==> src/spb_pkg.sv <==
package spb_pkg;

   // Register addresses on the special function port
   localparam logic [7:0] ADDR_BAUD_CTRL = 8'h87; // power_and_baud_double_control
   localparam logic [7:0] ADDR_SER_CTRL  = 8'h98; // serial_control_status
   localparam logic [7:0] ADDR_SER_BUF   = 8'h99; // serial_buffer

   // Field positions
   localparam int BIT_BAUD_DBL = 7;
   localparam int BIT_MODE_HI  = 7;
   localparam int BIT_MODE_LO  = 6;
   localparam int BIT_MP_FILT  = 5;
   localparam int BIT_REN      = 4;
   localparam int BIT_TX_NINTH = 3;
   localparam int BIT_RX_NINTH = 2;
   localparam int BIT_TX_DONE  = 1;
   localparam int BIT_RX_DONE  = 0;

   // Mode field encodings, high bit first
   localparam logic [1:0] MODE_SHIFT = 2'h0;
   localparam logic [1:0] MODE_8BIT  = 2'h1;
   localparam logic [1:0] MODE_9FIX  = 2'h2;
   localparam logic [1:0] MODE_9VAR  = 2'h3;

   // Timing counts
   localparam int         OSC_PER_M0_BIT = 12;
   localparam logic [3:0] M0_LAST    = 4'(OSC_PER_M0_BIT - 1);
   localparam logic [3:0] M0_CLK_HI  = 4'(OSC_PER_M0_BIT / 2);
   localparam logic [3:0] M0_LAST_BIT = 4'h7;
   localparam logic [3:0] OVS_LAST   = 4'hf; // 16 ticks per bit
   localparam logic [3:0] VOTE_FIRST = 4'h7;
   localparam logic [3:0] VOTE_LAST  = 4'h9;
   localparam logic [3:0] STOP_IDX8  = 4'h9;
   localparam logic [3:0] STOP_IDX9  = 4'ha;
   localparam int         FIFO_DEPTH = 8;
   localparam int         FIFO_WIDTH = 9;

   typedef enum logic [1:0] {TX_IDLE, TX_WAIT, TX_RUN} spb_tx_e;
   typedef enum logic {RX_IDLE, RX_RUN} spb_rx_e;

   typedef struct packed {
      logic [1:0] mode;
      logic       mpFilt, ren, txNinth, rxNinthBit, txDone, rxDone, baudDbl;
      logic [7:0] rxBuf, rdData;
      logic [2:0] rxdSync;
      logic       rxdIn, rxdPrev;
      logic [1:0] pre;
      logic       t1Tog;
      spb_tx_e    txSt;
      logic [3:0] txDiv, txBit;
      logic [10:0] txShift;
      spb_rx_e    rxSt;
      logic [3:0] rxDiv, rxBit;
      logic [1:0] votes;
      logic [7:0] rxShift;
      logic       rxNinth;
      logic       m0Act, m0IsRx;
      logic [3:0] m0Cnt, m0Bit;
      logic [7:0] m0Shift;
      logic       txd, rxdOeN;
   } spb_state_s;

   localparam spb_state_s STATE_RST = '{txSt: TX_IDLE, rxSt: RX_IDLE,
      rxdSync: 3'h7, rxdIn: 1'b1, rxdPrev: 1'b1, txd: 1'b1, rxdOeN: 1'b1,
      default: '0};

endpackage : spb_pkg

==> src/spb_fifo.sv <==
`timescale 1ns/1ps
`default_nettype none
module spb_fifo #(
   parameter int W = 9,
   parameter int D = 8
) (
   input  wire logic         clk_sys,
   input  wire logic         nrst,
   input  wire logic         inValid,
   output logic              inReady,
   input  wire logic [W-1:0] inData,
   output logic              outValid,
   input  wire logic         outReady,
   output logic [W-1:0]      outData
);
   localparam int AW = $clog2(D);
   localparam logic [AW:0] FULL_CNT = (AW+1)'(D);
   localparam logic [AW-1:0] LAST_IDX = AW'(D - 1);

   typedef struct packed {
      logic [D-1:0][W-1:0] mem;
      logic [AW-1:0]       wp, rp;
      logic [AW:0]         cnt;
   } spb_fifo_s;

   spb_fifo_s st, nx;
   logic      push, pop;

   // Honest flags straight from the fill count
   assign inReady  = (st.cnt != FULL_CNT);
   assign outValid = (st.cnt != '0);
   assign outData  = st.mem[st.rp];
   assign push     = inValid && inReady;
   assign pop      = outValid && outReady;

   // Pointer wrap is explicit since depth need not be a power of two
   always_comb begin
      nx = st;
      if (push) begin
         nx.mem[st.wp] = inData;
         nx.wp = (st.wp == LAST_IDX) ? '0 : st.wp + 1'b1;
      end
      if (pop) begin
         nx.rp = (st.rp == LAST_IDX) ? '0 : st.rp + 1'b1;
      end
      nx.cnt = st.cnt + (AW+1)'(push) - (AW+1)'(pop);
   end

   always_ff @(posedge clk_sys or negedge nrst) begin
      if (!nrst) begin
         st <= '0;
      end else begin
         st <= nx;
      end
   end
endmodule : spb_fifo
`default_nettype wire

==> src/spb_serial_port.sv <==
`timescale 1ns/1ps
`default_nettype none
module spb_serial_port (
   input  wire logic       clk_sys,
   input  wire logic       nrst,
   input  wire logic [7:0] sfrAddr,
   input  wire logic       sfrWrEn,
   input  wire logic       sfrRdEn,
   input  wire logic [7:0] sfrWrData,
   output logic [7:0]      sfrRdData,
   input  wire logic       timer1Ovf,
   input  wire logic       timer2Ovf,
   input  wire logic       txUseTimer2,
   input  wire logic       rxUseTimer2,
   input  wire logic       rxd,
   output logic            rxdOut,
   output logic            rxdOe_n,
   output logic            txd,
   output logic            txQueueReady,
   output logic            serialIrq
);
   spb_pkg::spb_state_s st, nx;
   logic       wrBaud, wrCtrl, wrBuf;
   logic       m2Tick, t1Tick, txTick, rxTick, txBound;
   logic       fifoOutValid, fifoOutReady, pop;
   logic [8:0] fifoOutData;
   logic       maj, rxFin, rxOk, isAsync;
   logic [3:0] stopIdx;

   // Port decode
   assign wrBaud = sfrWrEn && (sfrAddr == spb_pkg::ADDR_BAUD_CTRL);
   assign wrCtrl = sfrWrEn && (sfrAddr == spb_pkg::ADDR_SER_CTRL);
   assign wrBuf  = sfrWrEn && (sfrAddr == spb_pkg::ADDR_SER_BUF);
   assign isAsync = (st.mode != spb_pkg::MODE_SHIFT);
   assign stopIdx = st.mode[1] ? spb_pkg::STOP_IDX9 : spb_pkg::STOP_IDX8;

   // Sixteen-times ticks; timers are same-clock pulses, no sync needed
   assign m2Tick = st.baudDbl ? st.pre[0] : (st.pre == 2'h3);
   assign t1Tick = timer1Ovf && (st.baudDbl || st.t1Tog);
   assign txTick = (st.mode == spb_pkg::MODE_9FIX) ? m2Tick
                 : (txUseTimer2 ? timer2Ovf : t1Tick);
   assign rxTick = (st.mode == spb_pkg::MODE_9FIX) ? m2Tick
                 : (rxUseTimer2 ? timer2Ovf : t1Tick);
   assign txBound = txTick && (st.txDiv == spb_pkg::OVS_LAST);

   // Transmit queue keeps back-to-back buffer writes
   assign fifoOutReady = isAsync ? (st.txSt == spb_pkg::TX_IDLE) : !st.m0Act;
   assign pop = fifoOutValid && fifoOutReady;

   spb_fifo #(
      .W(spb_pkg::FIFO_WIDTH),
      .D(spb_pkg::FIFO_DEPTH)
   ) u_txq (
      .clk_sys  (clk_sys),
      .nrst     (nrst),
      .inValid  (wrBuf),
      .inReady  (txQueueReady),
      .inData   ({st.txNinth, sfrWrData}),
      .outValid (fifoOutValid),
      .outReady (fifoOutReady),
      .outData  (fifoOutData)
   );

   // Two of three votes at the mid-bit samples
   assign maj = (st.votes[1] & st.votes[0]) | (st.votes[1] & st.rxdIn)
              | (st.votes[0] & st.rxdIn);
   assign rxFin = (st.rxSt == spb_pkg::RX_RUN) && st.ren && rxTick
               && (st.rxDiv == spb_pkg::VOTE_LAST) && (st.rxBit == stopIdx);
   // Filter: ninth bit in 9-bit modes, stop bit in mode 1
   assign rxOk = !st.rxDone && (!st.mpFilt || (st.mode[1] ? st.rxNinth : maj));

   // Outputs straight from state
   assign sfrRdData = st.rdData;
   assign rxdOut    = st.m0Shift[0];
   assign rxdOe_n   = st.rxdOeN;
   assign txd       = st.txd;
   assign serialIrq = st.txDone || st.rxDone;

   // Next-state logic; hardware flag sets come last so they win
   always_comb begin
      nx = st;
      // Only the second and third stages are compared
      nx.rxdSync = {st.rxdSync[1:0], rxd};
      if (st.rxdSync[1] == st.rxdSync[2]) begin
         nx.rxdIn = st.rxdSync[2];
      end
      nx.rxdPrev = st.rxdIn;
      nx.pre = st.pre + 2'h1;
      if (timer1Ovf) begin
         nx.t1Tog = !st.t1Tog;
      end

      // Software writes
      if (wrBaud) begin
         nx.baudDbl = sfrWrData[spb_pkg::BIT_BAUD_DBL];
      end
      if (wrCtrl) begin
         nx.mode = {sfrWrData[spb_pkg::BIT_MODE_HI], sfrWrData[spb_pkg::BIT_MODE_LO]};
         nx.mpFilt     = sfrWrData[spb_pkg::BIT_MP_FILT];
         nx.ren        = sfrWrData[spb_pkg::BIT_REN];
         nx.txNinth    = sfrWrData[spb_pkg::BIT_TX_NINTH];
         nx.rxNinthBit = sfrWrData[spb_pkg::BIT_RX_NINTH];
         nx.txDone     = sfrWrData[spb_pkg::BIT_TX_DONE];
         nx.rxDone     = sfrWrData[spb_pkg::BIT_RX_DONE];
      end

      // Reads land one cycle later; unmapped reads give zero
      if (sfrRdEn) begin
         case (sfrAddr)
            spb_pkg::ADDR_BAUD_CTRL: nx.rdData = {st.baudDbl, 7'h00};
            spb_pkg::ADDR_SER_CTRL:  nx.rdData = {st.mode, st.mpFilt, st.ren,
                                                  st.txNinth, st.rxNinthBit,
                                                  st.txDone, st.rxDone};
            spb_pkg::ADDR_SER_BUF:   nx.rdData = st.rxBuf;
            default:                nx.rdData = 8'h00;
         endcase
      end

      // Mode 0 shift engine, one bit per twelve oscillator clocks
      if (st.m0Act) begin
         nx.m0Cnt = (st.m0Cnt == spb_pkg::M0_LAST) ? 4'h0 : st.m0Cnt + 4'h1;
         if (st.m0Cnt == spb_pkg::M0_LAST) begin
            nx.m0Shift = {st.m0IsRx & st.rxdIn, st.m0Shift[7:1]};
            nx.m0Bit = st.m0Bit + 4'h1;
            if (st.m0Bit == spb_pkg::M0_LAST_BIT) begin
               nx.m0Act = 1'b0;
               if (st.m0IsRx) begin
                  nx.rxBuf = nx.m0Shift;
                  nx.rxDone = 1'b1;
               end else begin
                  nx.txDone = 1'b1;
               end
            end
         end
      end else if (!isAsync) begin
         if (fifoOutValid) begin
            nx.m0Act = 1'b1;
            nx.m0IsRx = 1'b0;
            nx.m0Shift = fifoOutData[7:0];
            nx.m0Cnt = 4'h0;
            nx.m0Bit = 4'h0;
         end else if (st.ren && !st.rxDone) begin
            nx.m0Act = 1'b1;
            nx.m0IsRx = 1'b1;
            nx.m0Shift = 8'h00;
            nx.m0Cnt = 4'h0;
            nx.m0Bit = 4'h0;
         end
      end

      // Asynchronous transmitter; bit times follow the divide counter
      if (txTick) begin
         nx.txDiv = st.txDiv + 4'h1;
      end
      case (st.txSt)
         spb_pkg::TX_IDLE: begin
            if (isAsync && fifoOutValid) begin
               // Start 0, data LSB first, ninth or stop, stop 1
               nx.txShift = {1'b1, st.mode[1] ? fifoOutData[8] : 1'b1,
                             fifoOutData[7:0], 1'b0};
               nx.txSt = spb_pkg::TX_WAIT;
            end
         end
         spb_pkg::TX_WAIT: begin
            if (txBound) begin
               nx.txSt = spb_pkg::TX_RUN;
               nx.txBit = 4'h0;
            end
         end
         spb_pkg::TX_RUN: begin
            if (txBound) begin
               if (st.txBit == stopIdx) begin
                  nx.txSt = spb_pkg::TX_IDLE;
               end else begin
                  nx.txShift = {1'b1, st.txShift[10:1]};
                  nx.txBit = st.txBit + 4'h1;
                  if (st.txBit + 4'h1 == stopIdx) begin
                     nx.txDone = 1'b1;
                  end
               end
            end
         end
         default: nx.txSt = spb_pkg::TX_IDLE;
      endcase

      // Asynchronous receiver with false start rejection
      case (st.rxSt)
         spb_pkg::RX_IDLE: begin
            if (isAsync && st.ren && st.rxdPrev && !st.rxdIn) begin
               nx.rxSt = spb_pkg::RX_RUN;
               nx.rxDiv = 4'h0;
               nx.rxBit = 4'h0;
            end
         end
         spb_pkg::RX_RUN: begin
            if (!st.ren || !isAsync) begin
               nx.rxSt = spb_pkg::RX_IDLE;
            end else if (rxTick) begin
               nx.rxDiv = st.rxDiv + 4'h1;
               if (st.rxDiv >= spb_pkg::VOTE_FIRST && st.rxDiv < spb_pkg::VOTE_LAST) begin
                  nx.votes = {st.votes[0], st.rxdIn};
               end
               if (st.rxDiv == spb_pkg::VOTE_LAST) begin
                  if (st.rxBit == 4'h0) begin
                     if (maj) begin
                        nx.rxSt = spb_pkg::RX_IDLE;
                     end
                  end else if (st.rxBit <= 4'h8) begin
                     nx.rxShift = {maj, st.rxShift[7:1]};
                  end else if (st.rxBit != stopIdx) begin
                     nx.rxNinth = maj;
                  end else begin
                     nx.rxSt = spb_pkg::RX_IDLE;
                  end
               end
               if (st.rxDiv == spb_pkg::OVS_LAST) begin
                  nx.rxBit = st.rxBit + 4'h1;
               end
            end
         end
         default: nx.rxSt = spb_pkg::RX_IDLE;
      endcase
      if (rxFin && rxOk) begin
         nx.rxBuf = st.rxShift;
         nx.rxNinthBit = st.mode[1] ? st.rxNinth : maj;
         nx.rxDone = 1'b1;
      end

      // Pin drivers; shift clock low in the first half of each bit
      nx.txd = nx.m0Act ? (nx.m0Cnt >= spb_pkg::M0_CLK_HI)
             : ((nx.txSt == spb_pkg::TX_RUN) ? nx.txShift[0] : 1'b1);
      nx.rxdOeN = !(nx.m0Act && !nx.m0IsRx);
   end

   always_ff @(posedge clk_sys or negedge nrst) begin
      if (!nrst) begin
         st <= spb_pkg::STATE_RST;
      end else begin
         st <= nx;
      end
   end
endmodule : spb_serial_port
`default_nettype wire

==> config.mk <==
export PLATFORM = sky130hd
export DESIGN_NAME = spb_serial_port
export DESIGN_NICKNAME = d
export VERILOG_FILES = /design/src/spb_pkg.sv /design/src/spb_fifo.sv /design/src/spb_serial_port.sv
export SDC_FILE = /design/constraint.sdc
export NUM_CORES = 1
export LEC_CHECK = 0
export ABC_CLOCK_PERIOD_IN_PS = 9300
export BUFFER_PORTS_ARGS = -buffer_cell sky130_fd_sc_hd__clkbuf_2
export CAP_MARGIN = 20
export CORE_MARGIN = 3
export CORE_UTILIZATION = 57
export DETAILED_ROUTE_END_ITERATION = 6
export PLACE_DENSITY = 0.78
export SLEW_MARGIN = 20
export SYNTH_ARGS = -nofsm -noshare
export SYNTH_HDL_FRONTEND = slang
export SYNTH_SLANG_ARGS = --single-unit
export TNS_END_PERCENT = 50
==> constraint.sdc <==
create_clock -name clk_sys -period 9.3 [get_ports clk_sys]
set_clock_uncertainty 0.15 [all_clocks]
set_input_delay 0.465 -clock clk_sys [delete_from_list [all_inputs] [get_ports clk_sys]]
set_output_delay 0.465 -clock clk_sys [all_outputs]
set_load 0.005 [all_outputs]
After elaboration in Yosys (flattened, before gate mapping)

Cells that the tools add are included.

Add/subtract/negate cells: 11
Order comparisons: 7
Equal/unequal tests: 31
Mux-type cells: 74
Bitwise gates (word level): 10
Reductions and logical operators: 55

Operators with widths:

| operator                                                      | number |
|---|---|
| 72-bit bitwise mux                                            | 1 |
| 18-bit two-way mux                                            | 3 |
| 8-bit two-way mux                                             | 6 |
| 9-bit two-way mux                                             | 5 |
| 1-bit two-way mux                                             | 30 |
| 15-bit two-way mux                                            | 2 |
| 9-bit binary-select mux with 3-bit select                     | 1 |
| 9-bit demux with 3-bit select                                 | 1 |
| 4-bit by 1-bit adder with 4-bit output, second input constant | 6 |
| 8-bit equality test, second input constant                    | 3 |
| 8-bit case mux with 3 select lines                            | 1 |
| 11-bit case mux with 2 select lines                           | 1 |
| 1-bit logical AND                                             | 21 |
| 20-bit two-way mux                                            | 1 |
| 4-bit AND reduction                                           | 5 |
| 19-bit two-way mux                                            | 1 |
| 2-bit two-way mux                                             | 9 |
| 9-bit case mux with 2 select lines                            | 1 |
| 4-bit equality test, second input constant                    | 4 |
| 16-bit two-way mux                                            | 1 |
| 2-bit nonzero test                                            | 8 |
| 4-bit equality test                                           | 3 |
| 12-bit two-way mux                                            | 1 |
| 4-bit two-way mux                                             | 3 |
| 34 further kinds                                              | 70 |

Flip-flop bits (word level): 176
Input bits: 25
Output and inout bits: 13
Word-level logic and storage cells: 232

Logic depth before layout (Yosys ltp)

Gate-level depths: netlist (run 1).

Word-level depth: 11
Depth in mapped cells: 14

Modules after synthesis

Synthesis (run 1) repeated with hierarchy kept, for this count alone.

Cells, all modules: 653
Area, all modules: 8516.9 um2

Modules (own cells, without submodules):

| module          | times used | cells each | area each (um2) | sequential area each (um2) |
|---|---|---|---|---|
| spb_serial_port | 1          | 414        | 4576.9          | 2361.0 |
| spb_fifo        | 1          | 239        | 3940.0          | 2052.0 |

Worst setup path before layout (run 1)

OpenSTA, ideal clock, no wires.

Path type: flip-flop to flip-flop
Start point: register u_txq.st[2] (netlist name)
End point: register u_txq.st[2] (netlist name)
Setup time: 0.123 ns
Arrival time: 2.735 ns
Required time: 9.027 ns
Slack: 6.293 ns
Stages on the path, launching flop included: 15
Path buffers: 2
Clock period less this slack: 3.007 ns
Path through: dfrtp_1 inv_1 ha_1 or3b_2 clkbuf_1 nand2_1 or3_1 clkbuf_1 nand2_1 ha_1 inv_1 ha_1 inv_1 fa_1 xnor2_1

RTL lines:

| what                   | RTL line       | RTL |
|---|---|---|
| start, declared        | spb_fifo.sv:26 | `spb_fifo_s st, nx;` |
| start signal, assigned | spb_fifo.sv:53 | `st <= nx;` |

==> impl_metrics.py, run 1 <==
metrics = {
    "outcome": {
        "status": "finished, final reports clean",
    },
    "timing": {
        "slew_violations": 0,
        "relSlewSlack_pct": 37.6,
        "setup_violations": 0,
        "hold_viol_final": 0,
        "fin_crit_sh_pct": 33.9,
        "max_freq_ghz": 0.317,
        "rsz0062_at_grt": "no",
        "worst_pin_slew_ns": 0.929,
        "tns_ns": 0,
        "fin_crit_ns": 3.15,
        "worst_hold_slack_ns": 0.0880,
    },
    "cts": {
        "clockBufferDepth": 2,
        "clkTransAtPathRegs_ns": 0.07,
        "clock-root-buffer": "clkbuf_16",
        "cts_buffers": 17,
        "cts_resized": 0,
        "htree_levels": 4,
        "cts_tree": "built",
        "cts_sinks": 176,
        "post_cts_buffers": 0,
        "worstSkewPairLatency_ns": 0.44,
    },
    "critical_path": {
        "r2r_start": "u_txq.st[2]$_DFF_PN0_",
        "cp-startpoint": "u_txq.st[2]$_DFF_PN0_",
        "path_class": "reg -> reg",
        "crit_path_end_kind": "register",
        "critical_path_required_ns": 9.48,
        "path_max_fanout": 10,
        "cp.arrival_ns": 3.33,
        "start_kind": "register",
    },
    "place": {
        "routabilityCongestion": 0.860,
        "hpwl_um": 12200,
        "dpl.cell_count": 855,
        "io_buffers": 37,
    },
    "global_route": {
        "first_global_vias": 5580,
        "grt.total_usage_pct": 22.8,
        "grt_overflow": 0,
        "grt_start_max_net_pins": 114,
        "grt_pass1_wl_um": 29100,
        "antenna_found_initial": 0,
    },
    "floorplan": {
        "rows": 44,
        "dieHeight_um": 128,
        "die_width_um": 128,
        "ios": 38,
        "core-area_um2": 14600,
        "die_area_um2": 16500,
        "initial_core_util_pct": 58.6,
    },
    "min_path": {
        "min_from": "timer1Ovf",
        "hp-class": "in -> reg",
    },
    "layout": {
        "final_cell_mix": "169 x dfrtp_1, 121 x mux2_2, 38 x nor2_1, 36 x clkbuf_2, 32 x nand2_1",
        "diodes": 0,
        "nFillCells": 1077,
        "final_common_cell": "dfrtp_1",
        "fin_nets": 739,
        "layout-drive-gt1-share_pct": 33.3,
        "instances_no_fill": 890,
        "area_growth_pct": 10.6,
    },
    "detailed_routing": {
        "routed_wirelength_um": 17800,
        "dr.pass1.iters": 4,
        "vias_per_cell": 5.99,
        "vias": 5334,
        "drtAntennaViolNets": 0,
        "routedWlPerCell_um": 20.0,
        "drc": 0,
        "drt_iter0_drc": 419,
    },
    "power": {
        "power.leakage_uw": 0.00441,
        "p_seq_share_pct": 47.7,
        "intPower_uw": 1410,
        "powerDensity_nw_per_um2": 210,
        "power_frac_clock_pct": 36.6,
        "vdd_ir_drop_max_mv": 0.144,
        "p_sw_share_pct": 29.2,
        "p_sw_uw": 582,
        "pwr-share-comb_pct": 15.7,
    },
    "yosys": {
        "async_flop_share_pct": 100,
        "synth_seq_cells": 176,
        "synth-seq-area-share_pct": 51.6,
        "synth_area_um2": 8540,
        "syn_nets": 713,
        "synth_edf_count": 0,
        "yosys.cell_types.count": 63,
        "synth_top_area_share_pct": 49.5,
        "yosysTopAreaCell": "dfrtp_1",
        "yosys_warnings": 0,
        "synth_flop_cell": "dfrtp_1",
        "synthTopCellsByArea": "dfrtp_1 49%, mux2_2 16%, mux4_2 4.7%",
        "avgSynthCellArea_um2": 12.8,
        "syn_inst": 667,
    },
    "flow_run": {
        "cap_violations": 0,
    },
}
flip-flops by register name, summed over array words and instances, names as in the netlist:
| register | cells |
|---|---|
| nx | 3 |
| rxdOe_n | 1 |
| rxdOut | 1 |
| sfrRdData | 8 |
| st | 80 |
| txd | 1 |
| u_txq.st | 82 |
worst paths after layout:
check / to / depth (start not counted) / slack, ns
setup / recovery: u_txq.st[2]$_DFF_PN0_ / 12 / 6.15
hold / removal: st[61]$_DFFE_PN0P_ / 2 / 0.09
max in group asynchronous: st[41]$_DFFE_PN0P_ / 3 / 7.50
hold reg to reg: nx[68]$_DFF_PN1_ / 0 / 0.20
min in group asynchronous: st[55]$_DFFE_PN0P_ / 2 / 0.36
setup reg to reg: u_txq.st[2]$_DFF_PN0_ / 12 / 6.15
worst max-delay path, stage by stage, from the launching register on:
cell	delay (ns)
dfrtp_1	0.37
inv_1	0.10
ha_1	0.15
or3b_2	0.51
nand2_1	0.13
or3_1	0.33
nand2_1	0.20
ha_1	0.31
inv_1	0.05
ha_1	0.16
inv_1	0.06
fa_1	0.38
xnor2_1	0.14
kinds of logic after synthesis:
| kind of cell | Yosys count | synth area share (%) |
|---|---|---|
| flops | 176 | 51.6 |
| mux | 157 | 22.8 |
| simple gates | 153 | 11.0 |
| compound gates | 83 | 6.69 |
| buf+inv | 63 | 3.27 |
| fa+ha+maj | 23 | 3.40 |
| xor+xnor | 12 | 1.23 |
through the flow:
step	setup slack (ns)	utilization, %	total power (uW)	cell area [um2]
floorplan	6.29	-	1160	8540
global placement	6.26	60.4	1250	8810
detailed placement	6.17	60.4	1270	8810
CTS	6.15	64.5	2000	9420
global route	5.93	64.8	2090	9450
finish	6.15	64.8	1990	9450
power by group through the flow:
stage	Combinational (uW)	Clock, uW	Sequential, uW
6_report	313	727	948
5_1_grt	354	771	961
4_1_cts	317	737	947
3_5_place_dp	313	0	959
3_3_place_gp	294	0	953
2_1_floorplan	258	0	907
repair_timing:
item                       in CTS  in global routing
hold buffers                    1                  1
hold endpoints to repair        1                 35
setup endpoints to repair       0                  0
cells in the mapped netlist (all sizes together), types with 8 or more instances:
library cell and instances:
a221o 9, clkbuf 16, o21ai 13, dfrtp 169, a22o 8, inv 28
nand2 32, mux2 121, ha 20, buf 19, nor2b 10, mux2i 18
nand3 15, nor2 38, a21oi 24, mux4 18, nor3 10
area by class of cell:
class	count	area (um2)	share of cell area, %
Sequential cell	176	4410	46.7
Multi-Input combinational cell	428	3850	40.7
Clock buffer	17	425	4.50
Timing Repair Buffer	42	254	2.69
Tap cell	184	230	2.44
Clock inverter	15	174	1.84
Inverter	28	105	1.11
routing by layer:
metal  wire length, um  global-route usage [%]
met1              7600                    29.5
met2              9260                    38.7
met3               617                    4.48
met4               287                    7.87
met5                 0                       0
Note: power is estimated with default switching activity, not from simulation.
==> run 2: changes to the inputs <==
--- a/config.mk
+++ b/config.mk
@@ -5,7 +5,8 @@
 export SDC_FILE = /design/constraint.sdc
 export NUM_CORES = 1
 export LEC_CHECK = 0
-export ABC_CLOCK_PERIOD_IN_PS = 9300
+export ABC_AREA = 1
+export ABC_CLOCK_PERIOD_IN_PS = 3050
 export BUFFER_PORTS_ARGS = -buffer_cell sky130_fd_sc_hd__clkbuf_2
 export CAP_MARGIN = 20
 export CORE_MARGIN = 3
==> constraint.sdc (replaced) <==
create_clock -name clk_sys -period 3.05 [get_ports clk_sys]
set_clock_uncertainty 0.15 [all_clocks]
set_input_delay 0.1525 -clock clk_sys [delete_from_list [all_inputs] [get_ports clk_sys]]
set_output_delay 0.1525 -clock clk_sys [all_outputs]
set_load 0.005 [all_outputs]
==> run 2 against run 1 <==
Effect of this change:
- power rose to 3.6 times the previous value
- core utilization rose by 2.4 points
- die area fell by 0.53%
- sequential cell count did not move
- count of clock-buffer cells in the layout rose by 3
- register-to-register slack got worse by 5.7 ns
- final cell count rose by 39%
- largest cell class unchanged
- largest power group unchanged
==> impl_metrics.py, run 2 <==
metrics = {
    "place": {
        "io_buffers": 37,
        "routabilityCongestion": 0.908,
        "dpl.cell_count": 1191,
        "hpwl_um": 13500,
        "dp_slack_ns": 0.509,
    },
    "yosys": {
        "async_flop_share_pct": 100,
        "synth.most_common_cell": "nand2_1",
        "synth_seq_cells": 176,
        "yosys.area_share.xor_xnor_pct": 1.24,
        "yosys_warnings": 0,
        "synth-seq-area-share_pct": 51.9,
        "yosys.area_share.simple_pct": 22.6,
        "netlist_top_cells_count": "257 x nand2_1, 169 x dfrtp_1, 122 x o21ai_0, 85 x inv_1, 76 x nor2_1",
        "synth-adder-area-share_pct": 3.30,
        "synth_top_area_share_pct": 49.8,
        "synthMuxAreaShare_pct": 0.250,
        "synth_flop_cell": "dfrtp_1",
        "synthTopCellsByArea": "dfrtp_1 50%, nand2_1 11%, o21ai_0 7.2%",
        "syn_nets": 1046,
        "yosysTopAreaCell": "dfrtp_1",
        "avgSynthCellArea_um2": 8.50,
        "yosys.cell_types.count": 47,
        "synth_area_um2": 8500,
        "synth_edf_count": 0,
        "syn_inst": 1000,
        "synth_top_family_by_area": "simple AND/OR/NAND/NOR gates",
        "synth-compound-area-share_pct": 13.7,
    },
    "global_route": {
        "first_global_vias": 6740,
        "grt_overflow": 0,
        "antenna_found_initial": 0,
        "grt.total_usage_pct": 25.8,
        "grt_pass1_wl_um": 33300,
        "grt_start_max_net_pins": 88,
    },
    "floorplan": {
        "dieHeight_um": 128,
        "initial_core_util_pct": 59.8,
        "ios": 38,
        "rows": 43,
        "die_width_um": 128,
        "die_area_um2": 16400,
        "core-area_um2": 14200,
    },
    "critical_path": {
        "path_max_fanout": 7,
        "cp.arrival_ns": 2.74,
        "r2r_start": "st[92]$_DFFE_PN0N_",
        "r2r_setup_slack_ns": 0.48,
        "path_class": "reg -> reg",
        "critical_path_required_ns": 3.22,
        "r2r-end": "u_txq.st[2]$_DFF_PN0_",
        "crit_path_end_kind": "register",
        "rr_worst_depth": 13,
        "start_kind": "register",
    },
    "cts": {
        "clockBufferDepth": 2,
        "post_cts_buffers": 0,
        "cts_tree": "built",
        "clkTransAtPathRegs_ns": 0.06,
        "clock-root-buffer": "clkbuf_16",
        "cts_buffers": 17,
        "cts_hold_buffers": 15,
        "cts_resized": 0,
        "worstSkewPairLatency_ns": 0.44,
        "htree_levels": 4,
        "cts_sinks": 176,
    },
    "min_path": {
        "min_from": "txUseTimer2",
        "hp-class": "in -> reg",
        "min_to": "st[55]$_DFFE_PN0P_",
        "whs_path_depth": 6,
    },
    "timing": {
        "relSlewSlack_pct": 46.3,
        "worst_pin_slew_ns": 0.805,
        "slew_violations": 0,
        "fin_crit_sh_pct": 84.2,
        "rsz0062_at_grt": "no",
        "tns_ns": 0,
        "hold_viol_final": 0,
        "setup_violations": 0,
        "max_freq_ghz": 0.389,
        "fin_crit_ns": 2.57,
        "fin_ws_ns": 0.481,
    },
    "layout": {
        "area_growth_pct": 12.3,
        "diodes": 0,
        "largest_reg_flops": 82,
        "final_core_util_pct": 67.2,
        "seq_area_um2": 4410,
        "instances_no_fill": 1238,
        "fin_nets": 1091,
        "largest_register": "u_txq.st",
        "final_cell_mix": "257 x nand2_1, 169 x dfrtp_1, 122 x o21ai_0, 85 x inv_1, 76 x nor2_1",
        "layout-drive-gt1-share_pct": 11.0,
        "nFillCells": 1155,
        "final_common_cell": "nand2_1",
        "multi_input_area_um2": 3490,
    },
    "detailed_routing": {
        "vias": 7017,
        "drt_iter0_drc": 693,
        "drtAntennaViolNets": 0,
        "dr.pass1.iters": 5,
        "routed_wirelength_um": 20200,
        "routedWlPerCell_um": 16.3,
        "vias_per_cell": 5.67,
        "drc": 0,
    },
    "power": {
        "power.leakage_uw": 0.00459,
        "vdd_ir_drop_max_mv": 0.713,
        "powerDensity_nw_per_um2": 749,
    },
    "flow_run": {
        "cap_violations": 0,
    },
    "outcome": {
        "status": "finished, final reports clean",
    },
}
-- run 2: changes by cell type after synthesis, moves of 29 or more --
cell	before	now
nor2_1	38	76
nand2_1	32	257
o21ai_1	1	30
mux2_2	121	1
inv_1	28	85
nand3_1	15	73
o21ai_0	12	122
-- run 2: worst max path at each step --
stage,endpoint,slack [ns],startpoint,cells after the start
2_1_floorplan,u_txq.st[2]$_DFF_PN0_,0.60,u_txq.st[2]$_DFF_PN0_,13
3_3_place_gp,u_txq.st[1]$_DFF_PN0_,0.62,u_txq.st[2]$_DFF_PN0_,13
3_5_place_dp,u_txq.st[1]$_DFF_PN0_,0.51,st[92]$_DFFE_PN0N_,13
4_1_cts,u_txq.st[1]$_DFF_PN0_,0.47,st[92]$_DFFE_PN0N_,13
5_1_grt,u_txq.st[1]$_DFF_PN0_,0.24,st[92]$_DFFE_PN0N_,12
6_report,u_txq.st[2]$_DFF_PN0_,0.48,st[92]$_DFFE_PN0N_,13
-- run 2: metal layers --
| metal | global-route usage (%) | vias up | wire (um) |
|---|---|---|---|
| li1 | - | 3392 | - |
| met1 | 36.8 | 3353 | 9020 |
| met2 | 40.4 | 243 | 9550 |
| met3 | 5.75 | 29 | 1390 |
| met4 | 6.93 | 0 | 228 |
| met5 | 0 | - | 0 |
-- run 2: worst max-delay path: stages (launching register included) --
cell     delay [ns]
dfrtp_1        0.40
nor2_1         0.26
inv_1          0.10
nor2_1         0.11
inv_1          0.07
nor2_2         0.10
nor2_1         0.05
inv_1          0.16
ha_1           0.26
inv_1          0.06
ha_1           0.16
inv_1          0.06
fa_1           0.38
xnor2_1        0.13
-- run 2: kinds of logic after synthesis --
group	Yosys count
AO/OA/AOI/OAI	218
XOR/XNOR	12
adder cells (fa/ha/maj)	22
buffers and inverters	132
flip-flops	176
multiplexers	2
AND/OR/NAND/NOR	438
-- run 2: stage by stage --
step / total power, uW / area, um2 / hold slack [ns]
floorplan: 4310 / 8500 / -0.293
global placement: 4890 / 8800 / 0.0940
detailed placement: 4950 / 8800 / 0.0917
CTS: 7140 / 9540 / 0.0269
global route: 7560 / 9540 / 0.0659
finish: 7140 / 9540 / 0.0441
-- run 2: cell type report --
class	count	area share (%)
well taps	180	2.36
flip-flops and latches	176	46.3
clock buffers	20	4.79
clock inverters	12	1.40
inverters	92	3.62
multi-input cells	692	36.6
repair buffers	66	4.94
-- run 2: power by group --
| group | switching (uW) | leakage, uW | internal (uW) |
|---|---|---|---|
| clock network | 918 | 0.000286 | 1250 |
| logic | 1300 | 0.00202 | 673 |
| registers | 305 | 0.00229 | 2700 |
| total | 2520 | 0.00459 | 4620 |
